[src/verilog/hcfg_pkg.sv]
// Constants shared by the haptic timing and loop configuration bank
`default_nettype none
package hcfg_pkg;
  // Register offsets
  localparam logic [7:0] LOOP_CFG_OFFSET = 8'h1d;
  localparam logic [7:0] BEMF_CFG_OFFSET = 8'h1c;
  // Values after reset
  localparam logic [7:0] LOOP_CFG_RESET = 8'h80;
  localparam logic [7:0] BEMF_CFG_RESET = 8'h35;
  // Field positions of the back-EMF timing register
  localparam int IDISS_LSB = 0;
  localparam int IDISS_MSB = 1;
  // Field positions of the loop-and-input register
  localparam int NG_LSB = 6;
  localparam int NG_MSB = 7;
  localparam int ERM_OPEN_BIT = 5;
  localparam int SUPPLY_OFF_BIT = 4;
  localparam int SIGN_FMT_BIT = 3;
  localparam int UPDATE_RATE_BIT = 2;
  localparam int INPUT_TYPE_BIT = 1;
  // Clock rate and derived widths
  localparam int CLK_MHZ = 100;
  localparam int US_W = 9;
  localparam int CYC_W = 15;
  // Dissipation time in microseconds, rotating mass, code 0..3
  localparam logic [8:0] ERM_IDISS_US [4] = '{
    9'h02d, 9'h04b, 9'h096, 9'h0e1};
  // Dissipation time in microseconds, resonant, code 0..15
  localparam logic [8:0] LRA_IDISS_US [16] = '{
    9'h00f, 9'h019, 9'h032, 9'h04b, 9'h05a, 9'h069, 9'h078, 9'h087,
    9'h096, 9'h0a5, 9'h0b4, 9'h0c3, 9'h0d2, 9'h0eb, 9'h104, 9'h11d};
  // Noise-gate threshold in percent per code
  localparam logic [3:0] NG_PCT [4] = '{4'h0, 4'h2, 4'h4, 4'h8};
  // Serial engine
  localparam logic [3:0] ACK_SLOT = 4'h8;
  localparam logic [3:0] LAST_BIT = 4'h7;
  // Serial engine states
  typedef enum logic [2:0] {
    ST_IDLE = 3'b000,
    ST_DEV  = 3'b001,
    ST_PTR  = 3'b010,
    ST_WR   = 3'b011,
    ST_RD   = 3'b100
  } hcfg_state_t;
endpackage
`default_nettype wire

[src/verilog/hcfg_top.sv]
// Haptic dissipation-time and loop configuration registers over I2C
// Behaviour
// Bits 1-0 of the back-EMF timing register hold a RW dissipation code, reset 1.
// For a resonant actuator the code grows to four bits with the top two from the 0x1F bank.
// For a rotating mass, codes 0-3 mean 45, 75, 150 and 225 us.
// For a resonant actuator, codes 0-15 mean 15 to 285 us per the fixed table.
// The loop-and-input register sits at 0x1D with all eight bits RW.
// Its fields are noise gate 7-6, open loop 5, supply off 4, format 3, update rate 2, input type 1.
// Noise-gate codes mean off, 2, 4 and 8 percent, reset code 2.
// A rotating mass runs closed loop with the open-loop bit 0, open loop with 1.
// Live-playback data is signed with the format bit 0, unsigned with 1.
`default_nettype none
module hcfg_top
  import hcfg_pkg::*;
#(
  parameter logic [6:0] DEV_ADDR = 7'h2a // Arbitrary bus address
) (
  input wire logic clk, // 100 MHz clock
  input wire logic arst_n, // Async reset, active low
  input wire logic scl_i, // I2C clock pin level
  input wire logic sda_i, // I2C data pin level
  output logic sda_o, // I2C data drive level, always low
  output logic sda_oe, // High while pulling data low
  input wire logic actuator_type_select, // 0 rotating mass, 1 resonant
  input wire logic [1:0] idiss_upper, // Upper code bits from 0x1F bank
  output logic [7:0] back_emf_timing, // Back-EMF timing register
  output logic [7:0] loop_input_cfg, // Loop-and-input register
  output logic [1:0] noise_gate_level, // Noise-gate code
  output logic [3:0] noise_gate_pct, // Noise-gate threshold percent
  output logic rotating_mass_loop_open, // Open-loop select bit
  output logic closed_loop_drive, // Rotating mass in closed loop
  output logic supply_correction_off, // Supply compensation disabled
  output logic live_playback_sign_format, // Format bit as stored
  output logic live_playback_signed, // Playback data is signed
  output logic resonant_update_rate, // Resonant update mode bit
  output logic input_type_select, // Input type select bit
  output logic [3:0] idiss_code, // Effective dissipation code
  output logic [8:0] idiss_us, // Dissipation time in us
  output logic [14:0] idiss_cycles // Dissipation time in cycles
);
  logic rst_meta_reg, rst_n;
  logic scl_s, sda_s, scl_d_reg, sda_d_reg;
  logic start_det, stop_det, scl_rise, scl_fall;
  hcfg_state_t state_reg;
  logic [3:0] bit_cnt_reg;
  logic [7:0] rx_reg, tx_reg, ptr_reg, rd_data;
  logic oe_reg, drive_low_reg, dev_hit_reg;
  logic wr_en_reg;
  logic skip_fall_reg;
  logic [7:0] wr_addr_reg, wr_data_reg;
  logic [7:0] bemf_reg, loop_reg;
  logic [3:0] code_reg, code_next;
  logic [8:0] us_reg, us_next;
  logic [14:0] cyc_reg;
  logic [3:0] ng_pct_reg;
  logic closed_reg, signed_reg;

  // Reset released through two flops so all logic leaves reset together
  always_ff @(posedge clk or negedge arst_n) begin
    if (!arst_n) begin
      rst_meta_reg <= 1'b0;
      rst_n <= 1'b0;
    end else begin
      rst_meta_reg <= 1'b1;
      rst_n <= rst_meta_reg;
    end
  end

  // Bus lines idle high, so the synchronisers reset high
  hcfg_sync #(.W(2), .RST_VAL(2'b11)) u_pin_sync (
    .clk(clk),
    .rst_n(rst_n),
    .d({scl_i, sda_i}),
    .q({scl_s, sda_s})
  );

  // Delayed copies for edge and condition detection
  always_ff @(posedge clk or negedge rst_n) begin
    if (!rst_n) begin
      scl_d_reg <= 1'b1;
      sda_d_reg <= 1'b1;
    end else begin
      scl_d_reg <= scl_s;
      sda_d_reg <= sda_s;
    end
  end

  assign start_det = scl_s && scl_d_reg && sda_d_reg && !sda_s;
  assign stop_det = scl_s && scl_d_reg && !sda_d_reg && sda_s;
  assign scl_rise = scl_s && !scl_d_reg;
  assign scl_fall = !scl_s && scl_d_reg;

  // Read mux; unmapped offsets read zero
  always_comb begin
    rd_data = 8'h00;
    if (ptr_reg == LOOP_CFG_OFFSET) begin
      rd_data = loop_reg;
    end else if (ptr_reg == BEMF_CFG_OFFSET) begin
      rd_data = bemf_reg;
    end
  end

  // Byte engine: address, pointer, then data with auto-increment
  always_ff @(posedge clk or negedge rst_n) begin
    if (!rst_n) begin
      state_reg <= ST_IDLE;
      bit_cnt_reg <= 4'h0;
      rx_reg <= 8'h00;
      tx_reg <= 8'h00;
      ptr_reg <= 8'h00;
      oe_reg <= 1'b0;
      dev_hit_reg <= 1'b0;
      wr_en_reg <= 1'b0;
      wr_addr_reg <= 8'h00;
      wr_data_reg <= 8'h00;
      skip_fall_reg <= 1'b0;
    end else begin
      wr_en_reg <= 1'b0;
      if (start_det) begin
        state_reg <= ST_DEV;
        bit_cnt_reg <= 4'h0;
        oe_reg <= 1'b0;
        // Clock still high here; its next fall precedes the first bit
        skip_fall_reg <= 1'b1;
      end else if (stop_det) begin
        state_reg <= ST_IDLE;
        oe_reg <= 1'b0;
      end else if (state_reg != ST_IDLE) begin
        if (scl_rise) begin
          if (bit_cnt_reg != ACK_SLOT) begin
            rx_reg <= {rx_reg[6:0], sda_s};
          end else if (state_reg == ST_RD && sda_s) begin
            // Master refused the byte: stop sending until next start
            state_reg <= ST_IDLE;
          end
        end else if (scl_fall && skip_fall_reg) begin
          // Counting this fall would cut the address byte to seven bits
          skip_fall_reg <= 1'b0;
        end else if (scl_fall) begin
          if (bit_cnt_reg < LAST_BIT) begin
            bit_cnt_reg <= bit_cnt_reg + 4'h1;
            if (state_reg == ST_RD) begin
              tx_reg <= {tx_reg[6:0], 1'b0};
              oe_reg <= ~tx_reg[6];
            end
          end else if (bit_cnt_reg == LAST_BIT) begin
            bit_cnt_reg <= ACK_SLOT;
            // Acknowledge our own address and every byte received after it, nothing we send
            if (state_reg == ST_DEV) begin
              dev_hit_reg <= (rx_reg[7:1] == DEV_ADDR);
              oe_reg <= (rx_reg[7:1] == DEV_ADDR);
            end else begin
              oe_reg <= (state_reg != ST_RD);
            end
          end else begin
            bit_cnt_reg <= 4'h0;
            oe_reg <= 1'b0;
            unique case (state_reg)
              ST_DEV: begin
                if (!dev_hit_reg) begin
                  state_reg <= ST_IDLE;
                end else if (rx_reg[0]) begin
                  state_reg <= ST_RD;
                  tx_reg <= rd_data;
                  oe_reg <= ~rd_data[7];
                  ptr_reg <= ptr_reg + 8'h01;
                end else begin
                  state_reg <= ST_PTR;
                end
              end
              ST_PTR: begin
                ptr_reg <= rx_reg;
                state_reg <= ST_WR;
              end
              ST_WR: begin
                wr_en_reg <= 1'b1;
                wr_addr_reg <= ptr_reg;
                wr_data_reg <= rx_reg;
                ptr_reg <= ptr_reg + 8'h01;
              end
              ST_RD: begin
                tx_reg <= rd_data;
                oe_reg <= ~rd_data[7];
                ptr_reg <= ptr_reg + 8'h01;
              end
              ST_IDLE: begin
                state_reg <= ST_IDLE;
              end
            endcase
          end
        end
      end
    end
  end

  // Data pin is open drain: we only ever pull low
  always_ff @(posedge clk or negedge rst_n) begin
    if (!rst_n) begin
      drive_low_reg <= 1'b0;
    end else begin
      drive_low_reg <= 1'b0;
    end
  end

  // Register writes; whole bytes are stored, fields are only views
  always_ff @(posedge clk or negedge rst_n) begin
    if (!rst_n) begin
      bemf_reg <= BEMF_CFG_RESET;
      loop_reg <= LOOP_CFG_RESET;
    end else if (wr_en_reg) begin
      if (wr_addr_reg == LOOP_CFG_OFFSET) begin
        loop_reg <= wr_data_reg;
      end
      if (wr_addr_reg == BEMF_CFG_OFFSET) begin
        bemf_reg <= wr_data_reg;
      end
    end
  end

  // Effective code and time; upper bits only count for resonant drive
  always_comb begin
    if (actuator_type_select) begin
      code_next = {idiss_upper, bemf_reg[IDISS_MSB:IDISS_LSB]};
      us_next = LRA_IDISS_US[code_next];
    end else begin
      code_next = {2'b00, bemf_reg[IDISS_MSB:IDISS_LSB]};
      us_next = ERM_IDISS_US[code_next[1:0]];
    end
  end

  // Decoded timing registered; one cycle behind any change
  always_ff @(posedge clk or negedge rst_n) begin
    if (!rst_n) begin
      code_reg <= 4'h0;
      us_reg <= 9'h000;
      cyc_reg <= 15'h0000;
    end else begin
      code_reg <= code_next;
      us_reg <= us_next;
      // Whole microseconds give an exact count, no rounding needed
      cyc_reg <= CYC_W'(us_next * CLK_MHZ);
    end
  end

  // Decoded loop and format controls
  always_ff @(posedge clk or negedge rst_n) begin
    if (!rst_n) begin
      ng_pct_reg <= 4'h0;
      closed_reg <= 1'b0;
      signed_reg <= 1'b0;
    end else begin
      ng_pct_reg <= NG_PCT[loop_reg[NG_MSB:NG_LSB]];
      closed_reg <= !actuator_type_select && !loop_reg[ERM_OPEN_BIT];
      signed_reg <= !loop_reg[SIGN_FMT_BIT];
    end
  end

  // Field views straight off the stored registers
  assign sda_o = drive_low_reg;
  assign sda_oe = oe_reg;
  assign back_emf_timing = bemf_reg;
  assign loop_input_cfg = loop_reg;
  assign noise_gate_level = loop_reg[NG_MSB:NG_LSB];
  assign rotating_mass_loop_open = loop_reg[ERM_OPEN_BIT];
  assign supply_correction_off = loop_reg[SUPPLY_OFF_BIT];
  assign live_playback_sign_format = loop_reg[SIGN_FMT_BIT];
  assign resonant_update_rate = loop_reg[UPDATE_RATE_BIT];
  assign input_type_select = loop_reg[INPUT_TYPE_BIT];
  assign noise_gate_pct = ng_pct_reg;
  assign closed_loop_drive = closed_reg;
  assign live_playback_signed = signed_reg;
  assign idiss_code = code_reg;
  assign idiss_us = us_reg;
  assign idiss_cycles = cyc_reg;
endmodule // hcfg_top
`default_nettype wire

[src/verilog/hcfg_sync.sv]
// Two-flop synchroniser for pin inputs
`default_nettype none
module hcfg_sync #(
  parameter int W = 2,
  parameter logic [W-1:0] RST_VAL = '1
) (
  input wire logic clk, // System clock
  input wire logic rst_n, // Synchronised reset, active low
  input wire logic [W-1:0] d, // Asynchronous inputs
  output logic [W-1:0] q // Synchronised outputs
);
  logic [W-1:0] meta_reg;

  // First stage feeds only the second stage
  always_ff @(posedge clk or negedge rst_n) begin
    if (!rst_n) begin
      meta_reg <= RST_VAL;
      q <= RST_VAL;
    end else begin
      meta_reg <= d;
      q <= meta_reg;
    end
  end
endmodule // hcfg_sync
`default_nettype wire

[config.mk]
export PLATFORM = sky130hd
export DESIGN_NAME = hcfg_top
export DESIGN_NICKNAME = d
export VERILOG_FILES = /design/src/verilog/hcfg_pkg.sv /design/src/verilog/hcfg_top.sv /design/src/verilog/hcfg_sync.sv
export SDC_FILE = /design/constraint.sdc
export NUM_CORES = 1
export LEC_CHECK = 0
export ABC_AREA = 1
export BUFFER_PORTS_ARGS = -buffer_cell sky130_fd_sc_hd__buf_2
export CELL_PAD_IN_SITES_DETAIL_PLACEMENT = 2
export CELL_PAD_IN_SITES_GLOBAL_PLACEMENT = 2
export CORE_ASPECT_RATIO = 1.4
export CORE_MARGIN = 2
export CORE_UTILIZATION = 33
export CTS_BUF_LIST = sky130_fd_sc_hd__clkbuf_8
export DETAILED_ROUTE_END_ITERATION = 10
export GPL_TIMING_DRIVEN = 0
export PLACE_DENSITY = 0.77
export REMOVE_ABC_BUFFERS = 1
export SETUP_SLACK_MARGIN = 0.3
export SLEW_MARGIN = 20
export SYNTH_ARGS = -nofsm -noshare
export SYNTH_HDL_FRONTEND = slang
export SYNTH_SLANG_ARGS = --single-unit
[constraint.sdc]
create_clock -name clk -period 2.8 [get_ports clk]
set_input_delay 0.28 -clock clk [delete_from_list [all_inputs] [get_ports clk]]
set_output_delay 0.28 -clock clk [all_outputs]
set_load 0.01 [all_outputs]
### Word level (Yosys, flattened, before mapping)

Memory sizes are Yosys's and may differ from the RTL's.
Cells that the tools add are included.

| word-level totals | value |
|---|---|
| register bits after elaboration | 106 |
| memory bits (read-only) | 144 |
| input bits | 7 |
| memories | 1 |

Memories:

| name | words | width | rd ports | clocked after memory_dff | wr ports | line | text |
|---|---|---|---|---|---|---|---|
| (no name shown) | 16 | 9 | 1 | 0 | 0 | hcfg_top.sv:224 | `us_next = LRA_IDISS_US[code_next];` |

| operators by class | value |
|---|---|
| $add $sub $neg | 2 |
| multiply operators | 1 |
| magnitude comparators | 4 |
| eq/ne operators | 29 |
| mux-type cells | 69 |
| bitwise gates (word level) | 11 |
| reduce and logical (&&, ||, !) cells | 40 |

Operator list:

| operator | count |
|---|---|
| 9-bit 2-to-1 mux | 5 |
| 4-bit 2-to-1 mux | 11 |
| 3-bit 2-to-1 mux | 12 |
| 7-bit 2-to-1 mux | 5 |
| 8-bit by 5-bit == test with 1-bit output (second input constant) | 4 |
| 8-bit 2-to-1 mux | 4 |
| 1-bit 2-to-1 mux | 26 |
| 4-bit != test (second input constant) | 6 |
| 8-bit one-hot mux with 3 select lines | 1 |
| 11-bit AND reduction | 2 |
| 9-bit binary-select mux with 2-bit select | 1 |
| 9-bit AND reduction | 2 |
| 3-bit != test (second input constant) | 5 |
| 5-bit AND reduction | 3 |
| 3-bit nonzero test | 5 |
| 2-bit != test (second input constant) | 7 |
| 7-bit one-hot mux with 2 select lines | 1 |
| 9-bit by 5-bit multiplier with 13-bit output (second input constant) | 1 |
| 1-bit logical AND | 10 |
| 3-bit one-hot mux with 3 select lines | 1 |
| 8-bit by 1-bit adder with 8-bit output (second input constant) | 1 |
| 4-bit binary-select mux with 2-bit select | 1 |
| 1-bit inverter | 8 |
| 8-bit AND reduction | 1 |
| other kinds (21) | 33 |

### Depth between registers and ports, before layout

Gate-level depths: netlist of run 1.

| depth | value |
|---|---|
| depth in word-level cells | 15 |
| depth in mapped cells | 20 |
| depth with buffers taken out | 19 |

### Cells and area by module

A second synthesis of run 1 with hierarchy kept.

| second synthesis, totals | value |
|---|---|
| cells, all modules | 729 |
| area total of the unflattened synthesis | 5858.1 um2 |

By module, submodules not included:

| module | times used | cells each | area an instance (um2) | sequential area each (um2) |
|---|---|---|---|---|
| hcfg_top | 1 | 725 | 5753.0 | 2461.1 |
| hcfg_sync | 1 | 4 | 105.1 | 105.1 |

### Least setup slack after synthesis of run 1

No wires, ideal clock.

| path | value |
|---|---|
| path type | register -> register |
| from | register bemf_reg[0] (netlist: back_emf_timing[0]) |
| to | register cyc_reg[14] (netlist: idiss_cycles[14]) |
| data arrival time | 3516 ps |
| path slack | -834 ps |
| stages on the path, launching flop included | 18 |
| buffers on the path | 0 |
| cell sequence | dfstp_2 > inv_1 > ha_1 > nand2_1 > o21ai_0 > o21ai_0 > a21oi_1 > ha_1 > ha_1 > inv_1 > fa_1 > inv_1 > ha_1 > nand2_1 > o21ai_0 > nand4_1 > nand3b_1 > nand2_1 |

| between the ends | value |
|---|---|
| cells in the longest elaborated chain, start to end | 6 |
| elaborated cells between the ends (all ways) | 10 |

Ends and longest elaborated chain:

| what | line | text |
|---|---|---|
| start, declared | hcfg_top.sv:51 | `logic [7:0] bemf_reg, loop_reg;` |
| start signal, assigned | hcfg_top.sv:215 | `bemf_reg <= wr_data_reg;` |
| 4-bit inverter with 5-bit output (implied by the code) / 2-bit inverter with 3-bit output (equally long branches) | hcfg_top.sv:224, hcfg_top.sv:227 |  |
| memory 16 x 9 bit / 9-bit binary-select mux with 2-bit select (equally long branches) | n/a |  |
| 9-bit 2-to-1 mux (on tied branches) (2 in series) | hcfg_top.sv:224, hcfg_top.sv:227 |  |
| 9-bit 2-to-1 mux (*) | hcfg_top.sv:222 | `if (actuator_type_select) begin` |
| net us_next[4] | hcfg_top.sv:53 | `logic [8:0] us_reg, us_next;` |
| 9-bit by 5-bit multiplier with 13-bit output (*) | hcfg_top.sv:241 | `cyc_reg <= CYC_W'(us_next * CLK_MHZ);` |
| end signal, assigned | hcfg_top.sv:241 |  |
| end, declared | hcfg_top.sv:54 | `logic [14:0] cyc_reg;` |

Mark *: on every way through the listed nets, which the timed path passes. The rest lies on a longest branch. The select of a mux whose other input is x is not followed.
A chain may end at the register's enable or synchronous reset.

### Worst setup path in the final report of run 1

| path | value |
|---|---|
| from | register bemf_reg[0] (netlist: back_emf_timing[0]) |
| to | register cyc_reg[13] (netlist: idiss_cycles[13]) |

The elaborated chain is that of the path after synthesis.

==> flow_metrics.py, run 1 <==
metrics = {
    "logic_synthesis": {
        "synthArstFlopShare": 1.00,
        "synth_area_mm2": 0.00576,
        "yosysTopAreaCellShare": 0.395,
        "ys_seq_area_frac": 0.445,
        "synthDistinctLibCells": 39,
        "synth_flop_cell": "dfrtp_1",
        "synth.area.top_cells": "dfrtp_1 (40%), nand2_1 (11%), ha_1 (9.1%), inv_1 (6.0%), dfstp_2 (5.0%)",
        "ys_ff_latch": 102,
        "synth_common_cells": "nand2_1 (172), inv_1 (92), dfrtp_1 (91)",
        "netlist_instances": 673,
        "yosys.area.top_type": "dfrtp_1",
        "synth_area_per_cell_um2": 8.56,
        "synth_edf_count": 0,
        "synth_warnings": 0,
        "post-synth-top-count-cell": "nand2_1",
    },
    "route": {
        "avgRoutedWirePerCell_um": 19.6,
        "vias": 4895,
        "drt-initial-drc-count": 135,
        "routed_wl_mm": 19.6,
        "drt_pass1_iterations": 4,
        "drc": 0,
        "viasPerCell": 4.89,
        "ant_nets": 0,
    },
    "worst_setup_path": {
        "worstRegToRegCells": 18,
        "r2r_slack_ns": -0.82,
        "r2r-start": "back_emf_timing[0]$_DFFE_PN1P_",
        "endpoint_kind": "flip-flop",
        "critPathMaxFanout": 4,
        "arrival_ns": 3.91,
        "r2r_end": "idiss_cycles[13]$_DFF_PN0_",
        "crit_type": "flip-flop to flip-flop",
        "start_kind": "flip-flop",
        "required_ns": 3.10,
    },
    "pwr": {
        "p_sw_uw": 1250,
        "combPwrFrac": 0.271,
        "intPower_uw": 2480,
        "ir_drop_uv": 268,
        "p_per_area_mw_per_mm2": 522,
        "seqPwrFrac": 0.449,
        "p_leak_uw": 0.00351,
        "swShare": 0.335,
        "clkPwrFrac": 0.280,
    },
    "timing": {
        "slew_violations": 0,
        "setup_viol": 8,
        "tns_ns": -5.23,
        "fmax_mhz": 277,
        "slew_headroom": 0.515,
        "setup_slack_ns": -0.815,
        "post-route-min-period_ns": 3.62,
        "worst_slew_pin_slew_ns": 0.726,
        "min_period_over_period": 1.29,
        "final-hold-violation-count": 0,
        "finClkSkew_ns": 0.0231,
        "rsz0062_at_grt": "true",
    },
    "clocking": {
        "cts_root_buf": "clkbuf_8",
        "cts-buffers-inserted": 9,
        "clkSlewWorstSetupHoldPaths_ns": 0.12,
        "htree_levels": 3,
        "clk_latency_ns": 0.41,
        "cts_tree": "done",
        "clock_sinks": 102,
        "clk_path_buf_depth": 2,
    },
    "worst_hold_path": {
        "hold_path_class": "primary input to asynchronous set/reset pin",
    },
    "global_route": {
        "gr-total-overflow": 0,
        "grt_pass1_vias": 5564,
        "antenna_found_initial": 0,
        "grt_usage": 0.212,
        "grt_max_degree": 44,
        "grt_first_pass_wirelength_mm": 30.1,
    },
    "finish": {
        "nNetsFinal": 813,
        "syn2layout_area_growth_pct": 23.7,
        "diodes": 0,
        "final_layout_size_suffix_gt1_frac": 0.314,
        "largest_reg_flops": 10,
        "design_area_mm2": 0.00713,
        "fill_cells": 1969,
    },
    "outcome": {
        "status": "finished, violations left",
        "violations": "negative setup slack",
    },
    "placement": {
        "gp_congestion": 0.913,
        "port_buffers": 61,
        "hpwl_mm": 13.0,
        "dpl-instance-area_mm2": 0.00621,
    },
    "job": {
        "drv_cap": 0,
    },
    "die": {
        "row_count": 57,
        "ioPinCount": 66,
        "die_area_mm2": 0.0185,
        "start_util": 0.334,
        "core_mm2": 0.0173,
        "dieHeight_um": 160,
        "fp.dieW_um": 116,
    },
}
==> layout make-up <==
type | count | area [µm²] | share of cell area
repair buffers | 99 | 646 | 0.0906
clock buffers | 12 | 165 | 0.0232
clock inverters | 4 | 46.3 | 0.00649
multi-input cells | 450 | 3030 | 0.425
inverters | 98 | 374 | 0.0525
well taps | 236 | 295 | 0.0414
flip-flops and latches | 102 | 2570 | 0.361
==> layout by cell type (no fill, tap or decap), types with 4 or more instances in the layout <==
cell type and instances:
nand4_1 6, conb_1 5, ha_1 23, nand3_2 10, ha_4 16, o21ai_0 37
buf_4 29, o21ai_2 22, nor2_1 28, inv_2 14, a21oi_2 4, buf_6 4
nor2_2 8, a21oi_4 5, inv_1 83, nand3_1 41, dfrtp_1 89, dfstp_2 11
clkbuf_8 12, nand2_1 165, buf_2 61, nand3b_1 6, xor2_1 9, nand2_2 14
o21ai_1 11, nor3_1 5, a21oi_1 6
==> power by group through the flow <==
stage          Clock, µW  Sequential (µW)  Combinational (µW)
2_1_floorplan          0             1730                 425
3_3_place_gp           0             1710                 665
3_5_place_dp           0             1700                 742
4_1_cts             1060             1670                 885
5_1_grt             1130             1690                1120
6_report            1040             1670                1010
==> through the flow <==
step                power [µW]  setup slack [ns]  hold WS (ns)   util  std cells
floorplan                 2160            -0.871       -0.0156      -        650
global placement          2380             -1.52        0.0655  0.357        947
detailed placement        2440             -1.62        0.0750  0.360        949
CTS                       3620            -0.737         0.161  0.398        991
global route              3940            -0.945         0.147  0.413       1001
finish                    3720            -0.815         0.162  0.413       1001
==> cell families after synthesis <==
kind of cell               after synthesis  share of synthesized area
adders and majority gates               46                      0.105
DFF                                    102                      0.445
buffers and inverters                  124                      0.101
other                                    2                    0.00130
AOI/OAI and AO/OA                       94                     0.0956
and+or+nand+nor                        294                      0.235
xor gates and xnor gates                11                     0.0167
==> routing by layer <==
| metal | track usage | up-vias | wire length [µm] |
|---|---|---|---|
| met4 | 0.0844 | 0 | 749 |
| met2 | 0.421 | 104 | 11100 |
| met3 | 0.0332 | 40 | 531 |
| met5 | 0 | - | 0 |
| met1 | 0.212 | 2462 | 7240 |
| li1 | - | 2289 | - |
==> critical path, stage by stage, from the launching register on <==
cell and delay [ns]:
dfstp_2 0.63, inv_4 0.07, ha_4 0.29, nand2_4 0.06, buf_4 0.14, nand3_2 0.06
nand3_2 0.10, o21ai_4 0.12, ha_1 0.29, ha_1 0.28, inv_1 0.05, fa_1 0.50
inv_2 0.05, ha_4 0.23, a21o_1 0.24, a31oi_2 0.17, nand2_1 0.09, nand2_1 0.07
nand2_1 0.05
==> timing repair <==
action | 4_1_cts | 5_1_grt
buffers inserted | 23 | 10
hold buffers | 3 | 0
pin swaps | 28 | 18
endpoints found under the setup margin | 9 | 9
hold endpoints to repair | 4 | 0
resized for setup | 60 | 34
==> worst max path at each step <==
stage                                    from                         end  slack, ns  cells past startpoint
4_1_cts        back_emf_timing[0]$_DFFE_PN1P_  idiss_cycles[14]$_DFF_PN0_      -0.74                     17
2_1_floorplan  back_emf_timing[0]$_DFFE_PN1P_  idiss_cycles[14]$_DFF_PN0_      -0.87                     17
5_1_grt        back_emf_timing[0]$_DFFE_PN1P_  idiss_cycles[14]$_DFF_PN0_      -0.95                     18
3_5_place_dp   back_emf_timing[0]$_DFFE_PN1P_  idiss_cycles[14]$_DFF_PN0_      -1.62                     17
6_report       back_emf_timing[0]$_DFFE_PN1P_  idiss_cycles[13]$_DFF_PN0_      -0.82                     18
3_3_place_gp                  rst_n$_DFF_PN0_      ptr_reg[7]$_DFFE_PN0P_      -1.52                      0
Note: power is estimated with default switching activity, not from simulation.
==> run 2, diff against run 1 <==
GPL_TIMING_DRIVEN = unset   (was 0)
==> run 2 against run 1 <==
Compared with the run above:
- die area unchanged
- sequential power about the same
- clock-buffer cell count fell by 3
- final cell count up 2.7%
- the flow still finishes with violations (negative setup slack)
- power fell by 0.29%
- non-clock buffer count is 27 higher
- core utilization increased by 0.62 points
- highest routed layer unchanged
- routed wire length down 1.8%
- clock power is 6% lower
==> flow_metrics.py, run 2 (synthesis gave the netlist of run 1 again) <==
metrics = {
    "pwr": {
        "p_sw_uw": 1260,
        "intPower_uw": 2450,
        "seqPwrFrac": 0.450,
        "finalPower_uw": 3710,
        "clkPwrFrac": 0.264,
        "ir_drop_uv": 223,
        "swShare": 0.340,
        "p_per_area_mw_per_mm2": 513,
        "p_leak_uw": 0.00361,
        "combPwrFrac": 0.286,
    },
    "placement": {
        "port_buffers": 61,
        "gp_congestion": 0.817,
        "hpwl_mm": 14.1,
        "dp_cells": 996,
    },
    "worst_setup_path": {
        "crit_family": "adder cells",
        "max_stage_delay_ns": 0.57,
        "critPathMaxFanout": 4,
        "slowest_stage": "dfstp_2",
        "arrival_ns": 3.92,
        "endpoint_kind": "flip-flop",
        "required_ns": 3.12,
        "worst_path_most_repeated_cell": "ha_4",
        "path_cells": "inv_2 -> ha_4 -> nand2_1 -> o21ai_1 -> a21oi_4 -> ha_4 -> ha_4 -> inv_2 -> fa_1 -> inv_2 -> ha_4 -> a21oi_2 -> o21ai_2 -> buf_6 -> a21oi_4 -> xor2_2",
        "start_kind": "flip-flop",
        "crit_buf_inv": 4,
        "crit_type": "flip-flop to flip-flop",
    },
    "global_route": {
        "grt_usage": 0.218,
        "grt_pass1_vias": 5863,
        "gr-total-overflow": 0,
        "grt_first_pass_wirelength_mm": 31.2,
        "grt_max_degree": 101,
        "antenna_found_initial": 0,
    },
    "route": {
        "viasPerCell": 4.85,
        "ant_nets": 0,
        "avgRoutedWirePerCell_um": 18.7,
        "drt-initial-drc-count": 173,
        "vias": 4990,
        "drt_pass1_iterations": 4,
        "routed_wl_mm": 19.2,
        "drc": 0,
    },
    "timing": {
        "setup_slack_ns": -0.797,
        "final-hold-violation-count": 0,
        "worst_slew_pin_slew_ns": 0.734,
        "finClkSkew_ns": 0.0155,
        "rsz0062_at_grt": "true",
        "post-route-min-period_ns": 3.60,
        "min_period_over_period": 1.28,
        "tns_ns": -5.07,
        "setup_viol": 8,
        "slew_headroom": 0.509,
        "fmax_mhz": 278,
        "slew_violations": 0,
    },
    "finish": {
        "final_cell_mix": "nand2_1 (168), dfrtp_1 (90), inv_1 (82), buf_2 (61), buf_4 (55)",
        "syn2layout_area_growth_pct": 25.6,
        "final_common_cell": "nand2_1",
        "utilization": 0.419,
        "multi_input_area_mm2": 0.00297,
        "largest_reg_flops": 10,
        "diodes": 0,
        "fill_cells": 2009,
        "final_layout_size_suffix_gt1_frac": 0.328,
        "nNetsFinal": 840,
        "final_cells": 1028,
        "regArea_mm2": 0.00257,
    },
    "clocking": {
        "cts-buffers-inserted": 9,
        "clock_sinks": 102,
        "clk_latency_ns": 0.40,
        "cts_tree": "done",
        "htree_levels": 3,
        "cts_root_buf": "clkbuf_8",
        "clk_path_buf_depth": 2,
        "clkSlewWorstSetupHoldPaths_ns": 0.11,
    },
    "die": {
        "row_count": 57,
        "core_mm2": 0.0173,
        "die_area_mm2": 0.0185,
        "ioPinCount": 66,
        "dieHeight_um": 160,
        "fp.dieW_um": 116,
        "start_util": 0.334,
    },
    "job": {
        "drv_cap": 0,
    },
    "worst_hold_path": {
        "hold_path_class": "primary input to asynchronous set/reset pin",
    },
    "outcome": {
        "status": "finished, violations left",
        "violations": "negative setup slack",
    },
}
[run 2: cell types whose count changed in the layout (fill, tap and decap cells not counted), sizes merged]
| cell | previous run | this run |
|---|---|---|
| clkinvlp | 2 | 0 |
| buf | 96 | 123 |
| inv | 98 | 100 |
| clkinv | 1 | 4 |
| clkbuf | 12 | 9 |
[run 2: per-layer routing]
metal | wire (µm) | track usage | part of all wire
met1 | 7000 | 0.219 | 0.36
met2 | 11300 | 0.430 | 0.59
met3 | 484 | 0.0325 | 0.025
met4 | 495 | 0.0931 | 0.026
met5 | 0 | 0 | 0
[run 2: final cells by class]
cell class / count / share of cell area
Inverter: 98 / 0.0508
Tap cell: 236 / 0.0408
Clock inverter: 7 / 0.00917
Multi-Input combinational cell: 450 / 0.411
Timing Repair Buffer: 126 / 0.116
Clock buffer: 9 / 0.0171
Sequential cell: 102 / 0.355
[run 2: through the flow]
step / instance area (µm²) / worst slack [ns] / hold WS [ns]
finish: 7230 / -0.797 / 0.178
global route: 7230 / -0.943 / 0.177
CTS: 7120 / -0.696 / 0.174
detailed placement: 6540 / -1.31 / 0.0726
global placement: 6540 / -0.987 / 0.0655
floorplan: 5560 / -0.871 / -0.0156
[run 2: worst paths after layout]
check / start / to / slack [ns] / cells after the start
setup / recovery: back_emf_timing[0]$_DFFE_PN1P_ / idiss_cycles[12]$_DFF_PN0_ / -0.80 / 16
setup reg to reg: back_emf_timing[0]$_DFFE_PN1P_ / idiss_cycles[12]$_DFF_PN0_ / -0.80 / 16
hold reg to reg: u_pin_sync.meta_reg[0]$_DFF_PN1_ / u_pin_sync.q[0]$_DFF_PN1_ / 0.36 / 0
min in group clk: actuator_type_select / closed_loop_drive$_DFF_PN0_ / 0.32 / 3
max in group asynchronous: rst_n$_DFF_PN0_ / u_pin_sync.q[0]$_DFF_PN1_ / 1.96 / 1
hold / removal: arst_n / rst_meta_reg$_DFF_PN0_ / 0.18 / 2
[run 2: worst register-to-register path, cell delays in order, from the launching register on]
cell	delay, ns
dfstp_2	0.57
inv_2	0.06
ha_4	0.28
nand2_1	0.08
o21ai_1	0.20
a21oi_4	0.13
ha_4	0.28
ha_4	0.27
inv_2	0.05
fa_1	0.56
inv_2	0.06
ha_4	0.26
a21oi_2	0.16
o21ai_2	0.09
buf_6	0.13
a21oi_4	0.19
xor2_2	0.16
[run 2: timing repair]
action | in CTS | in global routing
gates cloned | 0 | 0
setup endpoints to repair | 9 | 9
endpoints found under the hold margin | 4 | 0
hold buffers | 3 | 0
pin swaps | 28 | 17
buffers inserted | 9 | 4
resized for setup | 61 | 20
[run 2: power by group through the flow]
stage          Combinational [µW]  Sequential (µW)  Clock [µW]
2_1_floorplan                 425             1730           0
3_3_place_gp                  796             1690           0
3_5_place_dp                  845             1700           0
4_1_cts                      1000             1670        1010
5_1_grt                      1180             1690        1060
6_report                     1060             1670         981
